File: config.mk
export PLATFORM = sky130hd
export DESIGN_NAME = sao_strap_loader
export DESIGN_NICKNAME = d
export VERILOG_FILES = /design/src/core/sao_pkg.sv /design/src/core/sao_offset_calc.sv /design/src/core/sao_strap_loader.sv
export VERILOG_INCLUDE_DIRS = /design/src /design/src/core
export SDC_FILE = /design/constraint.sdc
export NUM_CORES = 1
export LEC_CHECK = 0
export BUFFER_PORTS_ARGS = -buffer_cell sky130_fd_sc_hd__buf_2
export CAP_MARGIN = 20
export CORE_AREA = 5 5 58 60
export CTS_CLUSTER_DIAMETER = 40
export CTS_CLUSTER_SIZE = 16
export DETAILED_ROUTE_END_ITERATION = 16
export DIE_AREA = 0 0 63 65
export GPL_TIMING_DRIVEN = 0
export HOLD_SLACK_MARGIN = 0.12
export PLACE_DENSITY = 0.82
export SYNTH_ARGS = -nofsm -noshare
export SYNTH_HDL_FRONTEND = slang
export SYNTH_SLANG_ARGS = --single-unit
File: constraint.sdc
create_clock -name clk -period 2.15 [get_ports clk]
set_clock_uncertainty 0.15 [all_clocks]
set_input_delay 0.43 -clock clk [delete_from_list [all_inputs] [get_ports clk]]
set_output_delay 0.43 -clock clk [all_outputs]
set_load 0.1 [all_outputs]
File: src/core/sao_cfg.svh
// Constants for the strap address offset loader
`ifndef SAO_CFG_SVH
`define SAO_CFG_SVH
`define SAO_STRAP_W      4
`define SAO_ADDR_W       8
`define SAO_BASE_DEFAULT 8'h04
`define SAO_OFFSET_SHIFT 1
`define SAO_SETTLE_CYC   4
`define SAO_CNT_W        3
`endif

File: src/core/sao_pkg.sv
// Types for the strap address offset loader
`default_nettype none
`include "sao_cfg.svh"
package sao_pkg;
  typedef logic [`SAO_STRAP_W-1:0] sao_strap_t;
  typedef logic [`SAO_ADDR_W-1:0]  sao_addr_t;
  typedef struct packed {
    logic      valid;
    sao_addr_t addr;
    sao_addr_t offset;
  } sao_result_t;
  typedef enum logic [1:0] {SaoIdle, SaoSettle, SaoDone} sao_state_t;
endpackage : sao_pkg
`default_nettype wire

File: src/core/sao_offset_calc.sv
// Combinational offset and address calculation from captured straps
`timescale 1ns/1ns
`default_nettype none
`include "sao_cfg.svh"
module sao_offset_calc
  import sao_pkg::*;
(
  // Inputs
  input  wire sao_strap_t strapRaw,
  input  wire sao_addr_t  baseAddr,
  // Results
  output var   sao_addr_t offset,
  output var   sao_addr_t finalAddr
);
  function automatic sao_addr_t strapToOffset(input sao_strap_t s);
    sao_addr_t v;
    v = {{(`SAO_ADDR_W - `SAO_STRAP_W){1'h0}}, ~s};
    return sao_addr_t'(v << `SAO_OFFSET_SHIFT);
  endfunction : strapToOffset

  always_comb begin
    offset    = strapToOffset(strapRaw);
    finalAddr = sao_addr_t'(baseAddr + offset);
  end
endmodule : sao_offset_calc
`default_nettype wire

File: src/core/sao_strap_loader.sv
// Boot-time strap capture that forms the module network address
`timescale 1ns/1ns
`default_nettype none
`include "sao_cfg.svh"
module sao_strap_loader
  import sao_pkg::*;
(
  // Clock and reset
  input  wire logic        clk,
  input  wire logic        nrst,
  // Boot control
  input  wire logic        softReset,
  // Straps and base
  input  wire sao_strap_t  strapPin,
  input  wire sao_addr_t   baseAddr,
  // Result
  output var  sao_result_t result
);

  // ----------------------------------------
  // Local state
  // ----------------------------------------
  // Sequencer
  sao_state_t              state_q;
  logic [`SAO_CNT_W-1:0]   cnt_q;

  // Captured straps and result fields
  sao_strap_t              strap_q;
  logic                    valid_q;
  sao_addr_t               offset_q;
  sao_addr_t               addr_q;

  // Arithmetic results
  sao_addr_t               offsetW;
  sao_addr_t               addrW;

  // Phase decode
  logic                    inIdle;
  logic                    inSettle;
  logic                    inDone;
  logic                    settleLast;
  logic                    captureEn;
  logic                    loadEn;

  // ----------------------------------------
  // Counter helpers
  // ----------------------------------------
  // Last cycle of the strap settle window
  function automatic logic lastSettleCycle(
    input logic [`SAO_CNT_W-1:0] c
  );
    return c == `SAO_CNT_W'(`SAO_SETTLE_CYC - 1);
  endfunction : lastSettleCycle

  // Step the settle counter without widening
  function automatic logic [`SAO_CNT_W-1:0] incCount(
    input logic [`SAO_CNT_W-1:0] c
  );
    return `SAO_CNT_W'(c + 1'h1);
  endfunction : incCount

  // ----------------------------------------
  // Phase decode
  // ----------------------------------------
  // A pending restart masks every phase
  always_comb begin
    inIdle   = 1'h0;
    inSettle = 1'h0;
    inDone   = 1'h0;
    if (!softReset) begin
      unique case (state_q)
        SaoIdle: begin
          inIdle = 1'h1;
        end
        SaoSettle: begin
          inSettle = 1'h1;
        end
        SaoDone: begin
          inDone = 1'h1;
        end
        // Unused code decodes as no phase
        default: begin
          inIdle = 1'h0;
        end
      endcase
    end
  end

  // Window end and load enables for the registers below
  assign settleLast = inSettle && lastSettleCycle(cnt_q);
  assign captureEn  = inSettle;
  assign loadEn     = inDone;

  // ----------------------------------------
  // Boot sequencing
  // ----------------------------------------
  // Any restart re-runs the strap window from the start
  always_ff @(posedge clk or negedge nrst) begin
    if (!nrst) begin
      state_q <= SaoIdle;
    end else if (softReset) begin
      state_q <= SaoIdle;
    end else begin
      unique case (state_q)
        // Idle lasts one cycle, then the straps settle
        SaoIdle: begin
          state_q <= SaoSettle;
        end
        SaoSettle: begin
          if (settleLast) begin
            state_q <= SaoDone;
          end
        end
        SaoDone: begin
          state_q <= SaoDone;
        end
        // Unused code falls back to a clean restart
        default: begin
          state_q <= SaoIdle;
        end
      endcase
    end
  end

  // ----------------------------------------
  // Settle window counter
  // ----------------------------------------
  // Holds at the last count once settled
  always_ff @(posedge clk or negedge nrst) begin
    if (!nrst) begin
      cnt_q <= '0;
    end else if (softReset || inIdle) begin
      cnt_q <= '0;
    end else if (inSettle && !settleLast) begin
      cnt_q <= incCount(cnt_q);
    end
  end

  // ----------------------------------------
  // Strap capture, only while booting
  // ----------------------------------------
  // Every settle cycle samples, the last sample wins
  always_ff @(posedge clk or negedge nrst) begin
    if (!nrst) begin
      strap_q <= '1;
    end else if (softReset) begin
      strap_q <= '1;
    end else if (captureEn) begin
      strap_q <= strapPin;
    end
  end

  // ----------------------------------------
  // Offset and address arithmetic
  // ----------------------------------------
  // Straps read inverted, so grounded pins add
  sao_offset_calc sao_offset_calc_inst (
    .strapRaw  (strap_q),
    .baseAddr  (baseAddr),
    .offset    (offsetW),
    .finalAddr (addrW)
  );

  // ----------------------------------------
  // Result valid flag
  // ----------------------------------------
  // Cleared on restart so a stale address never reads as valid
  always_ff @(posedge clk or negedge nrst) begin
    if (!nrst) begin
      valid_q <= 1'h0;
    end else if (softReset) begin
      valid_q <= 1'h0;
    end else if (loadEn) begin
      valid_q <= 1'h1;
    end
  end

  // ----------------------------------------
  // Offset register
  // ----------------------------------------
  // Reloaded from the held straps while done
  always_ff @(posedge clk or negedge nrst) begin
    if (!nrst) begin
      offset_q <= '0;
    end else if (softReset) begin
      offset_q <= '0;
    end else if (loadEn) begin
      offset_q <= offsetW;
    end
  end

  // ----------------------------------------
  // Address register
  // ----------------------------------------
  // Follows the base input for as long as the block is done
  always_ff @(posedge clk or negedge nrst) begin
    if (!nrst) begin
      addr_q <= '0;
    end else if (softReset) begin
      addr_q <= '0;
    end else if (loadEn) begin
      addr_q <= addrW;
    end
  end

  // ----------------------------------------
  // Result packing
  // ----------------------------------------
  // Every field comes straight from a flop
  always_comb begin
    result.valid  = valid_q;
    result.addr   = addr_q;
    result.offset = offset_q;
  end

endmodule : sao_strap_loader
`default_nettype wire

==> metrics.txt <==
# TYPE chip_impl_metric gauge
chip_impl_metric{name="max-cap-violations",unit=""} 0
chip_impl_info{name="mostFrequentLayoutCell",value="sky130_fd_sc_hd__buf_2"} 1
chip_impl_info{name="synth_flop_cell",value="sky130_fd_sc_hd__dfrtp_1"} 1
chip_impl_metric{name="design.final.nets",unit=""} 186
chip_impl_metric{name="timing.final.crit_share",unit=""} 0.933
chip_impl_metric{name="synth_cell_types",unit=""} 37
chip_impl_metric{name="die-area",unit="um^2"} 4100
chip_impl_metric{name="final.min_clock_period",unit="ns"} 2.01
chip_impl_metric{name="ant_nets",unit=""} 0
chip_impl_info{name="crit_path_cell_chain",value="inv_2, ha_1, inv_1, fa_1, nand2b_4, a21o_1, a2111oi_4"} 1
chip_impl_metric{name="grtUsageTotal",unit=""} 0.145
chip_impl_metric{name="fin_hold_ws",unit="ns"} 0.199
chip_impl_metric{name="post_cts_clock_slew_at_the_launch_and_capture_registers_of_the_worst_setup_and_hold_paths",unit="ns"} 0.12
chip_impl_metric{name="clock_insertion_delay_worst_skew",unit="ns"} 0.30
chip_impl_metric{name="synth-seq-area-share",unit=""} 0.427
chip_impl_metric{name="synth_enable_flop_cells",unit=""} 0
chip_impl_metric{name="place_area",unit="um^2"} 1490
chip_impl_info{name="critical_path.slowest_cell",value="sky130_fd_sc_hd__fa_1"} 1
chip_impl_metric{name="num_vias",unit=""} 1002
chip_impl_info{name="worst_hold_path_type",value="in -> reg"} 1
chip_impl_metric{name="viasPerCell",unit=""} 5.19
chip_impl_info{name="crit_path_end",value="addr_q[7]$_DFFE_PN0P_"} 1
chip_impl_metric{name="initial_utilization",unit=""} 0.453
chip_impl_info{name="cts_tree",value="built"} 1
chip_impl_metric{name="leakagePower",unit="nW"} 0.777
chip_impl_info{name="timing_worst_setup_path_type",value="reg -> reg"} 1
chip_impl_metric{name="num-fill-cells",unit=""} 249
chip_impl_metric{name="post_cts.repair.setup_buffers",unit=""} 0
chip_impl_metric{name="finalMaxSlewViolations",unit=""} 0
chip_impl_metric{name="setup_ws",unit="ns"} 0.143
chip_impl_metric{name="synthesis.yosys.warnings",unit=""} 0
chip_impl_metric{name="wl",unit="mm"} 2.70
chip_impl_metric{name="num_antenna_cells",unit=""} 0
chip_impl_metric{name="number_of_antenna_violations_at_the_first_check_in_global_routing",unit=""} 0
chip_impl_metric{name="grt_first_pass_wirelength",unit="mm"} 4.84
chip_impl_metric{name="placement_rows",unit=""} 20
chip_impl_info{name="status",value="completed"} 1
chip_impl_metric{name="post_synth.cell_area_avg",unit="um^2"} 10.4
chip_impl_metric{name="pre_cts_slack",unit="ns"} 0.00564
chip_impl_metric{name="cts_num_sinks",unit=""} 22
chip_impl_metric{name="place.gp.congestion",unit=""} 0.735
chip_impl_info{name="r2r-start",value="strap_q[0]$_DFFE_PN1P_"} 1
chip_impl_metric{name="post-route-util",unit=""} 0.543
chip_impl_metric{name="multiInputGateArea",unit="um^2"} 661
chip_impl_metric{name="worst_path_largest_cell_delay",unit="ns"} 0.41
chip_impl_info{name="end_kind",value="flip-flop"} 1
chip_impl_metric{name="num_io_pins",unit=""} 32
chip_impl_metric{name="maximum_number_of_pins_on_one_net_before_global_route_repair",unit=""} 23
chip_impl_metric{name="placeableCoreArea",unit="um^2"} 2880
chip_impl_metric{name="area_growth_syn_to_layout",unit="%"} 19.9
chip_impl_metric{name="cts-buffers-inserted",unit=""} 3
chip_impl_metric{name="fin_tns_setup",unit="ns"} 0
chip_impl_metric{name="final-setup-viol-count",unit=""} 0
chip_impl_metric{name="final_design_area_no_fill",unit="um^2"} 1560
chip_impl_info{name="cp-start-kind",value="flip-flop"} 1
chip_impl_metric{name="worst-endpoint-arrival",unit="ns"} 2.07
chip_impl_metric{name="die_height",unit="um"} 65
chip_impl_metric{name="ir_drop",unit="mV"} 0.729
chip_impl_info{name="setup.worst_path.start",value="strap_q[0]$_DFFE_PN1P_"} 1
chip_impl_metric{name="register_area",unit="um^2"} 556
chip_impl_metric{name="port_buffers",unit=""} 27
chip_impl_metric{name="timing.fmax",unit="GHz"} 0.498
chip_impl_metric{name="first_global_vias",unit=""} 1124
chip_impl_metric{name="drive_gt1_frac",unit=""} 0.356
chip_impl_metric{name="post-route-drc-count",unit=""} 0
chip_impl_metric{name="h_tree_level_count",unit=""} 1
chip_impl_metric{name="detailed_place_hpwl",unit="mm"} 2.17
chip_impl_metric{name="drt_pre_antenna_iters",unit=""} 4
chip_impl_metric{name="cts_max_path_buffers",unit=""} 2
chip_impl_metric{name="routedWlPerCell",unit="um"} 14.0
chip_impl_info{name="grt_setup_unrepaired",value="false"} 1
chip_impl_info{name="most-common-layout-cells",value="sky130_fd_sc_hd__buf_2 (29), sky130_fd_sc_hd__dfrtp_1 (18), sky130_fd_sc_hd__nor2_1 (16)"} 1
chip_impl_info{name="critical_path.reg2reg.endpoint",value="addr_q[7]$_DFFE_PN0P_"} 1
chip_impl_metric{name="cp_data_required_time",unit="ns"} 2.21
chip_impl_metric{name="drt_first_iter_violations",unit=""} 13
chip_impl_metric{name="synth-seq-cells",unit=""} 22
chip_impl_metric{name="reg2reg_setup_slack",unit="ns"} 0.14
chip_impl_metric{name="hold_viol_final",unit=""} 0
chip_impl_metric{name="async_sr_flop_fraction",unit=""} 1.00
chip_impl_metric{name="syn_area",unit="um^2"} 1300
chip_impl_metric{name="r2r.worst_path.cells",unit=""} 7
chip_impl_info{name="cts_root_buffer",value="sky130_fd_sc_hd__clkbuf_4"} 1
chip_impl_metric{name="postSynthCellCount",unit=""} 125
chip_impl_metric{name="worstPathMaxFanout",unit=""} 4
chip_impl_metric{name="power.density_cell_area",unit="nW/um^2"} 1250
chip_impl_metric{name="die_w",unit="um"} 63
chip_impl_metric{name="grt.overflow.total",unit=""} 0
[power breakdown]
part	switching [mW]	total [mW]	leakage (nW)	internal (mW)
clock network	0.122	0.225	0.0210	0.103
registers	0.0620	0.598	0.289	0.536
logic	0.809	1.14	0.467	0.328
[stage by stage]
stage / std cells / power [mW]
2_1_floorplan: 128 / 1.53
3_3_place_gp: 188 / 1.67
3_5_place_dp: 188 / 1.72
4_1_cts: 193 / 1.95
5_1_grt: 193 / 2.10
6_report: 193 / 1.96
[state kept, by name, indices dropped and copies added (netlist names)]
register  cells
addr_q        8
state_q       2
cnt_q         3
strap_q       4
offset_q      4
valid_q       1
[worst min path at each step]
stage | endpoint | slack, ns | depth (start not counted) | from
after detailed placement | offset_q[2]$_DFFE_PN0P_ | 0.28 | 1 | nrst
final | strap_q[2]$_DFFE_PN1P_ | 0.20 | 3 | strapPin[2]
after global routing | strap_q[2]$_DFFE_PN1P_ | 0.20 | 3 | strapPin[2]
after floorplan | addr_q[0]$_DFFE_PN0P_ | -0.02 | 0 | nrst
after global placement | valid_q$_DFFE_PN0P_ | 0.26 | 1 | nrst
after CTS | strap_q[2]$_DFFE_PN1P_ | 0.20 | 3 | strapPin[2]
[critical path: cells and delay by family (launching register included)]
family | cells | cell delay (ns)
simple gates | 1 | 0.18
flops | 1 | 0.39
buf+inv | 2 | 0.13
fa+ha+maj | 2 | 0.60
compound gates | 2 | 0.47
[layer usage]
metal / GRT usage / vias to the layer above / share of wire
met5: 0 / - / 0
met4: 0.0318 / 0 / 0.0048
met3: 0.0399 / 2 / 0.058
met2: 0.251 / 27 / 0.50
met1: 0.179 / 482 / 0.43
li1: - / 491 / -
[what timing repair did]
action / in CTS / in global routing
endpoints found under the hold margin: 18 / 0
gates resized for setup: 0 / 4
hold buffers: 1 / 0
setup endpoints to repair: 0 / 1
[cell families after synthesis]
| group | synth area share |
|---|---|
| muxes | 0.0845 |
| buffers and inverters | 0.0941 |
| other | 0.00288 |
| adders and majority gates | 0.102 |
| xor gates and xnor gates | 0.0135 |
| DFF | 0.427 |
| and+or+nand+nor | 0.143 |
| AOI/OAI and AO/OA | 0.134 |
[Yosys cell counts (all sizes together), types with 2 or more instances]
cell type	number	area, um^2
a2111oi	2	42.5
a211o	2	17.5
a211oi	2	15.0
a21oi	2	10.0
buf	10	77.6
dfrtp	18	450
dfstp	4	105
ha	9	113
inv	11	41.3
mux2i	11	110
nand2	7	26.3
nand3	2	10.0
nor2	17	66.3
nor3	2	10.0
nor4bb	2	20.0
o211ai	7	57.6
o21ai	3	15.0
xnor2	2	17.5
[cell type report]
class,count,share of cell area
Inverter,11,0.0264
Tap cell,33,0.0264
Multi-Input combinational cell,84,0.423
Clock buffer,4,0.0232
Sequential cell,22,0.356
Timing Repair Buffer,28,0.0929
Buffer,11,0.0521
No activity file was read; power rests on OpenSTA's default activity.
